### src/uart_rx_pkg.sv
// Package: register map, field positions, reset values and timing for the UART receiver
package uart_rx_pkg;
  // Register offsets (byte addresses on the plain register port)
  localparam logic [7:0] PIR_OFS = 8'h0C;
  localparam logic [7:0] RXSTAT_OFS = 8'h18;
  localparam logic [7:0] RXDATA_OFS = 8'h1A;
  localparam logic [7:0] PIE_OFS = 8'h8C;
  localparam logic [7:0] TXSTAT_OFS = 8'h98;
  localparam logic [7:0] BAUD_OFS = 8'h99;
  // receive_status_control fields
  localparam int PORT_EN_BIT = 7;
  localparam int NINE_EN_BIT = 6;
  localparam int SINGLE_EN_BIT = 5;
  localparam int CONT_EN_BIT = 4;
  localparam int FRAME_ERR_BIT = 2;
  localparam int OVERRUN_BIT = 1;
  localparam int NINTH_BIT = 0;
  // transmit_status_control fields
  localparam int SYNC_BIT = 4;
  localparam int HIGH_BAUD_BIT = 2;
  localparam int CLK_SRC_BIT = 7;
  // Interrupt flag / enable position
  localparam int RX_FLAG_BIT = 5;
  // Reset values
  localparam logic [7:0] PIR_RST = 8'h00;
  localparam logic [7:0] PIE_RST = 8'h00;
  localparam logic [7:0] RXSTAT_RST = 8'h00;
  localparam logic [7:0] TXSTAT_RST = 8'h02;
  localparam logic [7:0] BAUD_RST = 8'h00;
  localparam logic [7:0] RXDATA_RST = 8'h00;
  // Writable masks
  localparam logic [7:0] RXSTAT_WMASK = 8'hF0;
  localparam logic [7:0] TXSTAT_WMASK = 8'hF5;
  // Oversampling: 16 ticks per bit normally, 4 with high speed select
  localparam logic [4:0] OVS_LOW = 5'h10;
  localparam logic [4:0] OVS_HIGH = 5'h04;
  // Clock
  localparam int CLK_MHZ = 100;
  // Receiver state
  typedef enum logic [2:0] {
    RX_IDLE = 3'b000,
    RX_START = 3'b001,
    RX_DATA = 3'b011,
    RX_STOP = 3'b010,
    RX_HOLD = 3'b110
  } rx_state_t;
endpackage

### src/uart_async_receiver.sv
// Top: register file, receive buffer, error flags and interrupt for the UART receiver
`timescale 1ns/1ns
// Function
// Software selects async mode then enables port
// Ninth-bit enable selects nine or eight bits
// Receive continuously while continuous enable set
// Continuous receive overrides single receive enable
// Framing error flag refreshed per character
// Clearing continuous enable clears overrun flag
// Ninth received bit shown in status register
// Flag on character done; interrupt if enabled
// Low eight bits in receive data register
// Software loads divisor before enabling reception
// Software sets interrupt enable before reception
// Status bit 3 reads as zero
// Software reads status before data byte
// Start on falling edge, mid-bit sample, stop check
// Overrun on full buffer; reception suspended
module uart_async_receiver (
  // Clock, reset, enable
  input wire logic clk_i,
  input wire logic rst_n_i,
  input wire logic ce_i,
  // Register port
  input wire logic [7:0] addr_i,
  input wire logic [7:0] wdata_i,
  input wire logic wr_i,
  input wire logic rd_i,
  output logic [7:0] rdata_o,
  // Serial line
  input wire logic rx_i,
  // Interrupt and pin ownership
  output logic irq_o,
  output logic port_en_o
);
  // ==========================================
  // Reset release and line synchroniser
  logic rst_s1_r, rst_n;
  always_ff @(posedge clk_i or negedge rst_n_i) begin
    if (!rst_n_i) begin
      rst_s1_r <= 1'b0;
      rst_n <= 1'b0;
    end else begin
      rst_s1_r <= 1'b1;
      rst_n <= rst_s1_r;
    end
  end
  logic rx_s1_r, rx_s2_r;
  always_ff @(posedge clk_i or negedge rst_n) begin
    if (!rst_n) begin
      rx_s1_r <= 1'b1;
      rx_s2_r <= 1'b1;
    end else if (ce_i) begin
      rx_s1_r <= rx_i;
      rx_s2_r <= rx_s1_r;
    end
  end
  // ==========================================
  // Registers
  logic [7:0] ctl_r, ctl_nxt;     // receive_status_control writable part
  logic [7:0] tx_r, tx_nxt;       // transmit_status_control
  logic [7:0] baud_r, baud_nxt;
  logic [7:0] pie_r, pie_nxt;
  logic [7:0] pir_r, pir_nxt;
  logic [7:0] rdata_nxt;
  // Two-deep receive buffer, each entry {framing_error_flag, ninth, data}
  logic [9:0] buf_r [2];
  logic [9:0] buf_nxt [2];
  logic [1:0] cnt_r, cnt_nxt;
  logic overrun_error_flag_r, overrun_error_flag_nxt;
  logic irq_nxt, pen_nxt;
  logic done;
  logic [8:0] cdata;
  logic cferr;
  logic run;
  logic port_on, cont_on, single_on, sync;
  logic [7:0] status_rd;
  always_comb begin
    port_on = ctl_r[uart_rx_pkg::PORT_EN_BIT];
    cont_on = ctl_r[uart_rx_pkg::CONT_EN_BIT];
    single_on = ctl_r[uart_rx_pkg::SINGLE_EN_BIT];
    sync = tx_r[uart_rx_pkg::SYNC_BIT];
    // Synchronous master: continuous overrides single; async ignores single
    run = port_on && !overrun_error_flag_r && (cont_on || (sync && tx_r[uart_rx_pkg::CLK_SRC_BIT] && single_on));
    status_rd = {ctl_r[7:4], 1'b0, buf_r[0][9], overrun_error_flag_r, buf_r[0][8]};
  end
  uart_rx_core core (
    .clk_i(clk_i),
    .rst_n(rst_n),
    .ce_i(ce_i),
    .run_i(run),
    .nine_i(ctl_r[uart_rx_pkg::NINE_EN_BIT]),
    .high_i(tx_r[uart_rx_pkg::HIGH_BAUD_BIT]),
    .div_i(baud_r),
    .rx_i(rx_s2_r),
    .done_o(done),
    .data_o(cdata),
    .framing_error_flag_o(cferr)
  );
  logic pop;
  logic [9:0] entry;
  always_comb begin
    ctl_nxt = ctl_r;
    tx_nxt = tx_r;
    baud_nxt = baud_r;
    pie_nxt = pie_r;
    buf_nxt = buf_r;
    cnt_nxt = cnt_r;
    overrun_error_flag_nxt = overrun_error_flag_r;
    rdata_nxt = 8'h00;
    pop = rd_i && (addr_i == uart_rx_pkg::RXDATA_OFS) && (cnt_r != 2'd0);
    entry = {cferr, ctl_r[uart_rx_pkg::NINE_EN_BIT] ? cdata[8] : 1'b0, cdata[7:0]};
    if (wr_i) begin
      case (addr_i)
        uart_rx_pkg::RXSTAT_OFS: begin
          ctl_nxt = wdata_i & uart_rx_pkg::RXSTAT_WMASK;
        end
        uart_rx_pkg::TXSTAT_OFS: begin
          tx_nxt = (wdata_i & uart_rx_pkg::TXSTAT_WMASK) | (tx_r & ~uart_rx_pkg::TXSTAT_WMASK);
        end
        uart_rx_pkg::BAUD_OFS: baud_nxt = wdata_i;
        uart_rx_pkg::PIE_OFS: pie_nxt = wdata_i;
        default: ;
      endcase
    end
    if (rd_i) begin
      case (addr_i)
        uart_rx_pkg::PIR_OFS: rdata_nxt = pir_r;
        uart_rx_pkg::RXSTAT_OFS: rdata_nxt = status_rd;
        uart_rx_pkg::RXDATA_OFS: rdata_nxt = buf_r[0][7:0];
        uart_rx_pkg::PIE_OFS: rdata_nxt = pie_r;
        uart_rx_pkg::TXSTAT_OFS: rdata_nxt = tx_r;
        uart_rx_pkg::BAUD_OFS: rdata_nxt = baud_r;
        default: rdata_nxt = 8'h00;
      endcase
    end
    // Reading the data pops the head; status then shows the next entry
    if (pop) begin
      buf_nxt[0] = buf_r[1];
      cnt_nxt = cnt_r - 2'd1;
    end
    if (done) begin
      if (cnt_nxt == 2'd2) begin
        overrun_error_flag_nxt = 1'b1;
      end else begin
        buf_nxt[cnt_nxt[0]] = entry;
        cnt_nxt = cnt_nxt + 2'd1;
      end
    end
    // Dropping continuous enable recovers from overrun
    if (!ctl_nxt[uart_rx_pkg::CONT_EN_BIT]) begin
      overrun_error_flag_nxt = 1'b0;
    end
    // Receive flag follows buffer occupancy; reading the last buffered entry clears it
    pir_nxt = 8'h00;
    pir_nxt[uart_rx_pkg::RX_FLAG_BIT] = (cnt_nxt != 2'd0);
    irq_nxt = |(pir_nxt & pie_nxt);
    pen_nxt = ctl_nxt[uart_rx_pkg::PORT_EN_BIT];
  end
  always_ff @(posedge clk_i or negedge rst_n) begin
    if (!rst_n) begin
      ctl_r <= uart_rx_pkg::RXSTAT_RST;
      tx_r <= uart_rx_pkg::TXSTAT_RST;
      baud_r <= uart_rx_pkg::BAUD_RST;
      pie_r <= uart_rx_pkg::PIE_RST;
      pir_r <= uart_rx_pkg::PIR_RST;
      buf_r[0] <= 10'h000;
      buf_r[1] <= 10'h000;
      cnt_r <= 2'd0;
      overrun_error_flag_r <= 1'b0;
      rdata_o <= uart_rx_pkg::RXDATA_RST;
      irq_o <= 1'b0;
      port_en_o <= 1'b0;
    end else if (ce_i) begin
      ctl_r <= ctl_nxt;
      tx_r <= tx_nxt;
      baud_r <= baud_nxt;
      pie_r <= pie_nxt;
      pir_r <= pir_nxt;
      buf_r <= buf_nxt;
      cnt_r <= cnt_nxt;
      overrun_error_flag_r <= overrun_error_flag_nxt;
      rdata_o <= rdata_nxt;
      irq_o <= irq_nxt;
      port_en_o <= pen_nxt;
    end
  end
  // ==========================================
  // Checks
  a_irq_gate: assert property (@(posedge clk_i) disable iff (!rst_n)
    ce_i |=> (irq_o == (pir_r[uart_rx_pkg::RX_FLAG_BIT] & pie_r[uart_rx_pkg::RX_FLAG_BIT])))
    else $error("irq does not follow flag and enable");
  a_overrun_error_flag_clear: assert property (@(posedge clk_i) disable iff (!rst_n)
    (ce_i && !ctl_r[uart_rx_pkg::CONT_EN_BIT]) |-> !overrun_error_flag_r)
    else $error("overrun kept while continuous enable clear");
  a_bit3_zero: assert property (@(posedge clk_i) disable iff (!rst_n)
    (ce_i && rd_i && addr_i == uart_rx_pkg::RXSTAT_OFS) |=> !rdata_o[3])
    else $error("status bit 3 not zero");
  a_done_flag: assert property (@(posedge clk_i) disable iff (!rst_n)
    (ce_i && done) |=> pir_r[uart_rx_pkg::RX_FLAG_BIT])
    else $error("receive flag not set after character");
  a_overrun_set: assert property (@(posedge clk_i) disable iff (!rst_n)
    (ce_i && done && cnt_r == 2'd2 && !pop && ctl_nxt[uart_rx_pkg::CONT_EN_BIT]) |=> overrun_error_flag_r)
    else $error("overrun not flagged");
  a_suspend: assert property (@(posedge clk_i) disable iff (!rst_n)
    overrun_error_flag_r |-> !run)
    else $error("reception not suspended");
  a_run_cont: assert property (@(posedge clk_i) disable iff (!rst_n)
    (port_on && cont_on && !overrun_error_flag_r) |-> run)
    else $error("continuous receive not running");
  a_data_read: assert property (@(posedge clk_i) disable iff (!rst_n)
    (ce_i && rd_i && addr_i == uart_rx_pkg::RXDATA_OFS) |=> (rdata_o == $past(buf_r[0][7:0])))
    else $error("receive data read wrong");
endmodule // uart_async_receiver

### src/uart_rx_core.sv
// Serial receive engine: start detect, mid-bit sampling, stop check
`timescale 1ns/1ns
module uart_rx_core (
  // Clock and control
  input wire logic clk_i,
  input wire logic rst_n,
  input wire logic ce_i,
  input wire logic run_i,
  input wire logic nine_i,
  input wire logic high_i,
  input wire logic [7:0] div_i,
  // Synchronised line
  input wire logic rx_i,
  // Character out
  output logic done_o,
  output logic [8:0] data_o,
  output logic framing_error_flag_o
);
  // ==========================================
  // Baud tick
  logic [7:0] div_r, div_nxt;
  logic tick;
  always_comb begin
    tick = (div_r == 8'h00);
    div_nxt = tick ? div_i : div_r - 8'h01;
    if (!run_i) begin
      div_nxt = div_i;
    end
  end
  // ==========================================
  // Bit framing
  uart_rx_pkg::rx_state_t st_r, st_nxt;
  logic [4:0] ovs_r, ovs_nxt;
  logic [3:0] bit_r, bit_nxt;
  logic [8:0] sh_r, sh_nxt;
  logic done_nxt, framing_error_flag_nxt;
  logic [4:0] ovs_len;
  logic [3:0] nbits;
  always_comb begin
    ovs_len = high_i ? uart_rx_pkg::OVS_HIGH : uart_rx_pkg::OVS_LOW;
    nbits = nine_i ? 4'h9 : 4'h8;
    st_nxt = st_r;
    ovs_nxt = ovs_r;
    bit_nxt = bit_r;
    sh_nxt = sh_r;
    done_nxt = 1'b0;
    framing_error_flag_nxt = framing_error_flag_o;
    if (!run_i) begin
      st_nxt = uart_rx_pkg::RX_IDLE;
    end else if (tick) begin
      case (st_r)
        uart_rx_pkg::RX_IDLE: begin
          if (!rx_i) begin
            st_nxt = uart_rx_pkg::RX_START;
            ovs_nxt = {1'b0, ovs_len[4:1]} - 5'h01;
          end
        end
        uart_rx_pkg::RX_START: begin
          if (ovs_r != 5'h00) begin
            ovs_nxt = ovs_r - 5'h01;
          end else if (rx_i) begin
            st_nxt = uart_rx_pkg::RX_IDLE;
          end else begin
            st_nxt = uart_rx_pkg::RX_DATA;
            ovs_nxt = ovs_len - 5'h01;
            bit_nxt = 4'h0;
          end
        end
        uart_rx_pkg::RX_DATA: begin
          if (ovs_r != 5'h00) begin
            ovs_nxt = ovs_r - 5'h01;
          end else begin
            // LSB first; shift in from the top of the used width
            sh_nxt = nine_i ? {rx_i, sh_r[8:1]} : {1'b0, rx_i, sh_r[7:1]};
            ovs_nxt = ovs_len - 5'h01;
            bit_nxt = bit_r + 4'h1;
            if (bit_r == nbits - 4'h1) begin
              st_nxt = uart_rx_pkg::RX_STOP;
            end
          end
        end
        uart_rx_pkg::RX_STOP: begin
          if (ovs_r != 5'h00) begin
            ovs_nxt = ovs_r - 5'h01;
          end else begin
            framing_error_flag_nxt = !rx_i;
            done_nxt = 1'b1;
            st_nxt = rx_i ? uart_rx_pkg::RX_IDLE : uart_rx_pkg::RX_HOLD;
          end
        end
        uart_rx_pkg::RX_HOLD: begin
          // Wait for line to return high after a broken stop bit
          if (rx_i) begin
            st_nxt = uart_rx_pkg::RX_IDLE;
          end
        end
        default: st_nxt = uart_rx_pkg::RX_IDLE;
      endcase
    end
  end
  always_ff @(posedge clk_i or negedge rst_n) begin
    if (!rst_n) begin
      div_r <= 8'h00;
      st_r <= uart_rx_pkg::RX_IDLE;
      ovs_r <= 5'h00;
      bit_r <= 4'h0;
      sh_r <= 9'h000;
      done_o <= 1'b0;
      framing_error_flag_o <= 1'b0;
    end else if (ce_i) begin
      div_r <= div_nxt;
      st_r <= st_nxt;
      ovs_r <= ovs_nxt;
      bit_r <= bit_nxt;
      sh_r <= sh_nxt;
      done_o <= done_nxt;
      framing_error_flag_o <= framing_error_flag_nxt;
    end
  end
  assign data_o = sh_r;
endmodule // uart_rx_core

### config.mk
export PLATFORM = sky130hd
export DESIGN_NAME = uart_async_receiver
export DESIGN_NICKNAME = d
export VERILOG_FILES = /design/src/uart_rx_pkg.sv /design/src/uart_async_receiver.sv /design/src/uart_rx_core.sv
export SDC_FILE = /design/constraint.sdc
export NUM_CORES = 1
export LEC_CHECK = 0
export CORE_ASPECT_RATIO = 1.2
export CORE_UTILIZATION = 30
export DETAILED_ROUTE_END_ITERATION = 7
export DONT_BUFFER_PORTS = 1
export PLACE_DENSITY = 0.52
export SLEW_MARGIN = 10
export SYNTH_ARGS = -nofsm -noshare
export SYNTH_HDL_FRONTEND = slang
export SYNTH_HIERARCHICAL = 1
export SYNTH_SLANG_ARGS = --single-unit
### constraint.sdc
create_clock -name clk_i -period 3.3 [get_ports clk_i]
set_input_delay 0.165 -clock clk_i [delete_from_list [all_inputs] [get_ports clk_i]]
set_output_delay 0.165 -clock clk_i [all_outputs]
set_load 0.01 [all_outputs]
# Word level (Yosys, flattened, before mapping)
# Cells that the tools add are included.
[totals]
output_inout_bits = 10
in_bits = 22
elab_cells = 143
regBits = 97
[op_classes]
reduce_logical = 28
mux = 49
order_cmp = 2
bitwise_logic = 5
n_eq_ne = 27
add_sub_neg = 8
[ops]
columns = ["cell", "count"]
rows = [
  ["two-way mux 8 bit", 7],
  ["case mux 8 bit (6 select lines)", 1],
  ["two-way mux 20 bit", 2],
  ["two-way mux 5 bit", 6],
  ["two-way mux 3 bit", 9],
  ["== test 8 bit (second input constant)", 3],
  ["bitwise mux 20 bit", 1],
  ["two-way mux 10 bit", 2],
  ["case mux 5 bit (4 select lines)", 1],
  ["inequality test 3 bit (second input constant)", 6],
  ["== test 8 x 5 -> 1 bit (second input constant)", 2],
  ["case mux 3 bit (5 select lines)", 1],
  ["AND reduction 3 bit", 5],
  ["AND reduction 7 bit", 2],
  ["two-way mux 4 bit", 3],
  ["demux 10 bit (select 1 bit)", 1],
  ["inequality test 2 bit (second input constant)", 5],
  ["AND reduction 5 bit", 2],
  ["subtractor 5 x 1 -> 5 bit (second input constant)", 2],
  ["two-way mux 1 bit", 9],
  ["two-way mux 9 bit", 1],
  ["AND 6 x 8 -> 8 bit", 1],
  ["== test 8 x 4 -> 1 bit (second input constant)", 1],
  ["zero test 8 bit", 1],
  ["other kinds (29)", 45],
]

# Depth between registers and ports, before layout
# Gate-level depths: netlist of the first run.
[depth]
ltp_word = 12
ltp_mapped = 12
mapped_depth_nobuf = 11

# Hierarchy
# The synthesis of the first run kept the hierarchy.
[by_module_without_submodules]
columns = ["module", "area_each_um2", "instances", "cells_each", "seq_area_each_um2"]
rows = [
  ["uart_async_receiver", 3121.7, 1, 261, 1579.0],
  ["uart_rx_core", 1839.3, 1, 184, 775.7],
]

# Worst setup path after synthesis of the first run
# OpenSTA, ideal clock, no wires.
[synth_timing]
kind = "reg2reg"
startpoint = "register cnt_r[0]"
endpoint = "register buf_r[10] (netlist bit)"
path_stages_with_launch = 12
period_less_slack_ns = 2.522
arrival_ns = 2.399
path_slack_ns = 0.778
setup_ns = 0.123
cell_sequence = "dfrtp_1 -> clkbuf_1 -> inv_1 -> ha_1 -> nor2b_1 -> and4_1 -> or2_1 -> inv_1 -> ha_1 -> or3b_1 -> buf_6 -> o221a_1"
[synth_via]
elab_chain_cells = 11
word_cells_on_any_way = 15
cone_classes = "1 x add/sub; 2 x order compare; 1 x eq/ne; 7 x mux; 1 x bitwise; 3 x reduce/logical"
[synth_rtl]
columns = ["item", "line_no", "rtl"]
rows = [
  ["start: declaration", "uart_async_receiver.sv:69", "logic [1:0] cnt_r, cnt_nxt;"],
  ["start signal: assignment", "uart_async_receiver.sv:181", "cnt_r <= cnt_nxt;"],
  ["branches (longest 10 deep; another with subtractor 2 x 1 -> 2 bit)", "n/a", ""],
  ["two-way mux 20 bit (*)", "uart_async_receiver.sv:142", "if (done) begin"],
  ["end signal: assignment", "uart_async_receiver.sv:180", "buf_r <= buf_nxt;"],
  ["end: declaration", "uart_async_receiver.sv:67", "logic [9:0] buf_r [2];"],
]
# Every way passes the cells marked *.
# A chain may end at the register's enable or synchronous reset.

# Final worst setup path of the first run
[layout_timing]
startpoint = "register cnt_r[0]"
endpoint = "register buf_r[18] (netlist bit)"
# The elaborated chain is that of the path after synthesis.

==> flow_metrics.env, run 1 <==
export IMPL_status="finished clean"
export IMPL_path_class="flop to flop"
export IMPL_cts_tree="built"
export IMPL_final_max_slew_violation_count=0
export IMPL_cts_clk_slew_worst_paths_ps=70
export IMPL_grt_pass1_vias=3695
export IMPL_diodes=0
export IMPL_synth_area_per_cell_um2=11.15
export IMPL_drc=0
export IMPL_fin_worst_skew_ps=12.91
export IMPL_p_clk_frac=0.461
export IMPL_yosysWarnings=6
export IMPL_end_kind="flop"
export IMPL_overflow=0
export IMPL_clk_path_buf_depth=2
export IMPL_vdd_drop_max_v=0.0002485
export IMPL_path_cells="inv_1 > ha_1 > nor2b_1 > a31oi_1 > or2_1 > inv_1 > ha_1 > nor3b_1 > o21ai_1 > nand2b_1 > o221a_1"
export IMPL_post_drt_wl_per_cell_um=17.38
export IMPL_power_frac_seq=0.473
export IMPL_cap_violations=0
export IMPL_crit_buf_inv=2
export IMPL_clk_latency_ps=350
export IMPL_die_y_um=142.9
export IMPL_synth_top_family_by_area="compound AO/OA/AOI/OAI gates"
export IMPL_synth_seq_cells=94
export IMPL_synth_sequential_area_ratio=0.4747
export IMPL_share_comb_of_total_power=0.067
export IMPL_p_sw_frac=0.2324
export IMPL_synthMuxAreaShare=0.1359
export IMPL_relSlewSlack=0.3408
export IMPL_ys_async_sr_fraction=1.000
export IMPL_nNetsFinal=476
export IMPL_dr_pass1_iters=5
export IMPL_p_sw_mw=0.6092
export IMPL_synth_compound_area_share=0.1811
export IMPL_fmax_mhz=342.2
export IMPL_cts_buffers=9
export IMPL_cp_required_ps=3520
export IMPL_intPower_mw=2.012
export IMPL_worst_pin_slew_ps=981.2
export IMPL_synth_xor_area_frac=0
export IMPL_arrival_ps=3150
export IMPL_finalCritPeriodShare=0.8855
export IMPL_layout_commonest_cell="dfrtp_1"
export IMPL_synth_edf_count=0
export IMPL_cts_root_buf="clkbuf_16"
export IMPL_cp_slowest_cell="o21ai_1"
export IMPL_numPortBuffers=0
export IMPL_finalHoldViolations=0
export IMPL_rsz0062_at_grt="false"
export IMPL_drive_gt1_frac=0.1898
export IMPL_setup_violations_final=0
export IMPL_cp_slowest_stage_delay_ps=570
export IMPL_yosys_area_share_simple=0.1533
export IMPL_vias=3586
export IMPL_dp_hpwl_um=8076
export IMPL_core_area_um2=16210
export IMPL_dieArea_um2=17060
export IMPL_via_per_inst=5.392
export IMPL_synth_area_um2=4961
export IMPL_ant_nets=0
export IMPL_crit_fanout=10
export IMPL_place_area_um2=5137
export IMPL_synthFlopType="dfrtp_1"
export IMPL_grt_max_degree=76
export IMPL_finalCriticalPeriod_ps=2922
export IMPL_std_cell_rows=51
export IMPL_final_cell_mix="dfrtp_1 (91), mux2_2 (43), o21ai_0 (29), inv_1 (19), a21oi_1 (18)"
export IMPL_numClockSinks=94
export IMPL_synth_fp_nets=473
export IMPL_powerDensity_nw_per_um2=468.7
export IMPL_syn_inst=445
export IMPL_grt_pass1_wl_um=19400
export IMPL_drtIter0Drc=225
export IMPL_area_growth_synth_to_final_pct=12.74
export IMPL_ios=32
export IMPL_die_w_um=119.4
export IMPL_synthAdderAreaFrac=0.01513
export IMPL_fin_area_um2=5593
export IMPL_antenna_found_initial=0
export IMPL_critical_path_top_delay_family="compound AO/OA/AOI/OAI gates"
export IMPL_wl_um=11560
export IMPL_post_cts_repair_setup_buffers=0
export IMPL_htreeDepth=3
export IMPL_hold_path_class="primary input to flop"
export IMPL_critPathLaunchType="flop"
export IMPL_initial_core_util=0.3061
export IMPL_p_leak_nw=2.476
export IMPL_synth_cell_types=72
export IMPL_setup_tns_ps=0
export IMPL_gp_congestion=0.8304
export IMPL_grt_total_usage=0.1450
metrics by stage:
| step | setup slack (ps) | hold WS [ps] | total power, mW | utilization | std cells |
|---|---|---|---|---|---|
| after CTS | 452.6 | 15.67 | 2.656 | 0.3451 | 665 |
| after global placement | 661.0 | -130.5 | 1.410 | 0.3170 | 638 |
| after global routing | 127.0 | 29.82 | 2.726 | 0.3451 | 665 |
| final | 377.8 | 33.77 | 2.621 | 0.3451 | 665 |
| after floorplan | 491.3 | -130.6 | 1.379 | - | 445 |
| after detailed placement | 458.5 | -130.5 | 1.416 | 0.3170 | 638 |
synthesized netlist by cell type (9+ instances only):
cell type	count	area share
dfrtp_1	92	0.46
mux2_2	43	0.098
o21ai_0	29	0.029
inv_1	19	0.014
a21oi_1	18	0.018
nand2_1	17	0.013
nand3_1	17	0.017
nor2_1	17	0.013
nand2b_1	15	0.019
clkbuf_1	13	0.0098
mux2i_1	13	0.026
o221a_1	10	0.023
a22oi_1	9	0.014
o2bb2ai_1	9	0.016
layer usage:
metal	share of wire	track usage	vias up
met5	0	0	-
met4	0.015	0.05066	0
met3	0.046	0.03514	12
met2	0.49	0.2491	86
met1	0.45	0.1768	1813
li1	-	-	1675
what timing repair did:
action | in CTS | in global routing
hold endpoints to repair | 43 | 0
gates resized for setup | 0 | 0
hold buffers | 11 | 0
final timing paths:
path	startpoint	endpoint	slack, ps	depth (start not counted)
worst max-delay path	cnt_r[0]	buf_r[18]	380	11
min in group asynchronous	rst_n_i	rst_n	50	1
max in group asynchronous	rst_n	core/st_r[2]	2010	1
worst min-delay path	ce_i	core/div_r[7]	30	2
worst min register to register	rst_s1_r	rst_n	350	0
worst max register to register	cnt_r[0]	buf_r[18]	380	11
power groups by stage:
stage	logic (mW)	clock network, mW	registers (mW)
3_5_place_dp	0.153	0	1.26
6_report	0.174	1.21	1.24
5_1_grt	0.192	1.29	1.25
2_1_floorplan	0.136	0	1.24
4_1_cts	0.174	1.24	1.24
3_3_place_gp	0.147	0	1.26
logic make-up (layout without fill, tap and decap cells):
logic type	Yosys count	count (layout)
adder cells (fa/ha/maj)	6	6
AO/OA/AOI/OAI	122	122
AND/OR/NAND/NOR	120	120
other	1	1
multiplexers	60	60
buffers and inverters	42	50
flip-flops	94	94
registers in the layout (all words and copies together) (netlist names), 2 cells and up:
| signal | cells |
|---|---|
| tx_r | 6 |
| pie_r | 8 |
| rdata_o | 8 |
| core/data_o | 9 |
| baud_r | 8 |
| cnt_r | 2 |
| core/st_r | 3 |
| buf_r | 20 |
| core/bit_r | 4 |
| ctl_r | 3 |
| core/ovs_r | 5 |
| core/div_r | 8 |
worst reg2reg max path, delay by kind of cell, from the launching register on:
| kind | cells | cell delay [ps] |
|---|---|---|
| AOI/OAI and AO/OA | 3 | 920 |
| adders and majority gates | 2 | 390 |
| buffers and inverters | 2 | 200 |
| DFF | 1 | 500 |
| and+or+nand+nor | 4 | 790 |
cell type report:
cell class | count | area, µm²
clock buffers | 9 | 225.2
clock inverters | 7 | 120.1
fillers | 1621 | 10620
inverters | 19 | 71.32
multi-input cells | 309 | 2412
flip-flops and latches | 94 | 2359
well taps | 212 | 265.3
repair buffers | 15 | 140.1
Note: power is estimated with default switching activity, not from simulation.
==> run 2, diff against run 1 <==
CORE_MARGIN = 4   (was default)
REMOVE_ABC_BUFFERS = 1   (was default)
clock period = 2.85 ns   (was 3.3 ns; I/O delays follow)
==> run 2 against run 1 <==
Final area is essentially flat. Combinational power up 24%. Sequential share of layout area hardly changed. Clock skew fell by 0.88 ps. Maximum frequency is 12% higher. Clock power down 3%. Hold slack worse by 19 ps. Critical path depth shrank 2. Setup slack worse by 140 ps. Largest cell class unchanged. Power increased by 7.1%. Sequential power increased by 15%. Sequential cell count unchanged.
==> flow_metrics.env, run 2 (same netlist as run 1, synthesis figures left out) <==
export IMPL_status="finished clean"
export IMPL_ant_nets=0
export IMPL_die_y_um=148.9
export IMPL_overflow=0
export IMPL_dr_pass1_iters=4
export IMPL_grt_pass1_vias=3727
export IMPL_powerDensity_nw_per_um2=501.8
export IMPL_drtIter0Drc=276
export IMPL_numPortBuffers=0
export IMPL_rsz0062_at_grt="false"
export IMPL_die_w_um=125.4
export IMPL_numClockSinks=94
export IMPL_relSlewSlack=0.3546
export IMPL_fin_area_um2=5595
export IMPL_vdd_drop_max_v=0.0003191
export IMPL_cts_clk_slew_worst_paths_ps=70
export IMPL_antenna_found_initial=0
export IMPL_holdPathStages=2
export IMPL_place_inst=642
export IMPL_finalCritPeriodShare=0.9178
export IMPL_final_max_slew_violation_count=0
export IMPL_via_per_inst=5.270
export IMPL_layout_commonest_cell="dfrtp_1"
export IMPL_place_area_um2=5180
export IMPL_cp_slowest_cell="dfrtp_1"
export IMPL_final_cell_mix="dfrtp_1 (91), mux2_2 (43), o21ai_0 (29), inv_1 (19), a21oi_1 (18)"
export IMPL_worst_pin_slew_ps=965.0
export IMPL_finalCriticalPeriod_ps=2616
export IMPL_htreeDepth=3
export IMPL_clk_latency_ps=350
export IMPL_path_cells="inv_1 > ha_1 > nor2b_2 > and4_1 > or2_1 > inv_1 > ha_1 > or3b_4 > o221a_1"
export IMPL_post_drt_wl_per_cell_um=17.51
export IMPL_nNetsFinal=481
export IMPL_largest_reg_flops=20
export IMPL_vias=3531
export IMPL_grt_pass1_wl_um=20040
export IMPL_post_cts_repair_setup_buffers=0
export IMPL_diodes=0
export IMPL_cp_required_ps=3080
export IMPL_std_cell_rows=51
export IMPL_finalNonFillerCells=670
export IMPL_finalHoldViolations=0
export IMPL_cts_root_buf="clkbuf_16"
export IMPL_crit_fanout=10
export IMPL_fin_worst_skew_ps=12.03
export IMPL_wl_um=11740
export IMPL_cts_tree="built"
export IMPL_clk_path_buf_depth=2
export IMPL_cp_slowest_stage_delay_ps=490
export IMPL_fmax_mhz=382.3
export IMPL_p_leak_nw=2.482
export IMPL_drive_gt1_frac=0.2031
export IMPL_area_growth_synth_to_final_pct=12.79
export IMPL_largest_register="buf_r"
export IMPL_setup_violations_final=0
export IMPL_gp_congestion=0.7930
export IMPL_end_kind="flop"
export IMPL_grt_total_usage=0.1328
export IMPL_setup_tns_ps=0
export IMPL_critPathLaunchType="flop"
export IMPL_dp_hpwl_um=8219
export IMPL_initial_core_util=0.3061
export IMPL_core_area_um2=16210
export IMPL_cap_violations=0
export IMPL_finalPower_mw=2.808
export IMPL_cts_buffers=9
export IMPL_drc=0
export IMPL_grt_max_degree=52
export IMPL_hold_path_class="primary input to flop"
export IMPL_arrival_ps=2850
export IMPL_dieArea_um2=18670
export IMPL_ios=32
export IMPL_path_class="flop to flop"
export IMPL_rr_worst_depth=9
-- run 2: stage by stage --
stage | hold slack, ps | setup slack [ps] | utilization
after floorplan | -153.1 | 41.29 | -
after global placement | -153.0 | 203.6 | 0.3196
after detailed placement | -153.0 | 41.77 | 0.3196
after CTS | 4.412 | 8.457 | 0.3444
after global routing | 12.10 | 37.61 | 0.3452
final | 14.90 | 234.2 | 0.3452
-- run 2: cell type report --
cell class              count  area (µm²)
multi-input cells         309        2426
inverters                  19       71.32
repair buffers             20       192.7
well taps                 212       265.3
clock inverters             5       38.79
clock buffers              11       242.7
flip-flops and latches     94        2359
fillers                  1640       10610
-- run 2: path summary, 6_finish.rpt --
check | end | slack [ps] | start
max in group asynchronous | rdata_o[3] | 1850 | rst_n
worst min register to register | buf_r[3] | 320 | rst_n
worst max-delay path | buf_r[15] | 230 | cnt_r[0]
min in group asynchronous | rst_n | 20 | rst_n_i
worst max register to register | buf_r[15] | 230 | cnt_r[0]
worst min-delay path | overrun_error_flag_r | 10 | wdata_i[4]
-- run 2: power by group --
group	switching, mW	total (mW)	leakage (nW)	internal (mW)
clock	0.544	1.17	0.137	0.624
sequential	0.0485	1.42	1.25	1.38
combinational	0.118	0.215	1.09	0.0962
-- run 2: layer usage --
layer / routed length [µm] / global-route usage / vias to the layer above
met4: 240 / 0.05098 / 0
met1: 5538 / 0.1733 / 1762
li1: - / - / 1686
met3: 461 / 0.02865 / 14
met2: 5495 / 0.2169 / 69
met5: 0 / 0 / -
-- run 2: critical path: cells and delay by family (launching register included) --
kind                       cells  cell delay (ps)
AOI/OAI and AO/OA              1              270
adders and majority gates      2              450
buffers and inverters          2              190
DFF                            1              490
and+or+nand+nor                4             1110
-- run 2: repair_timing --
item,4_1_cts,5_1_grt
resized for setup,0,4
setup endpoints to repair,0,10
endpoints found under the hold margin,45,0
hold buffers,12,0
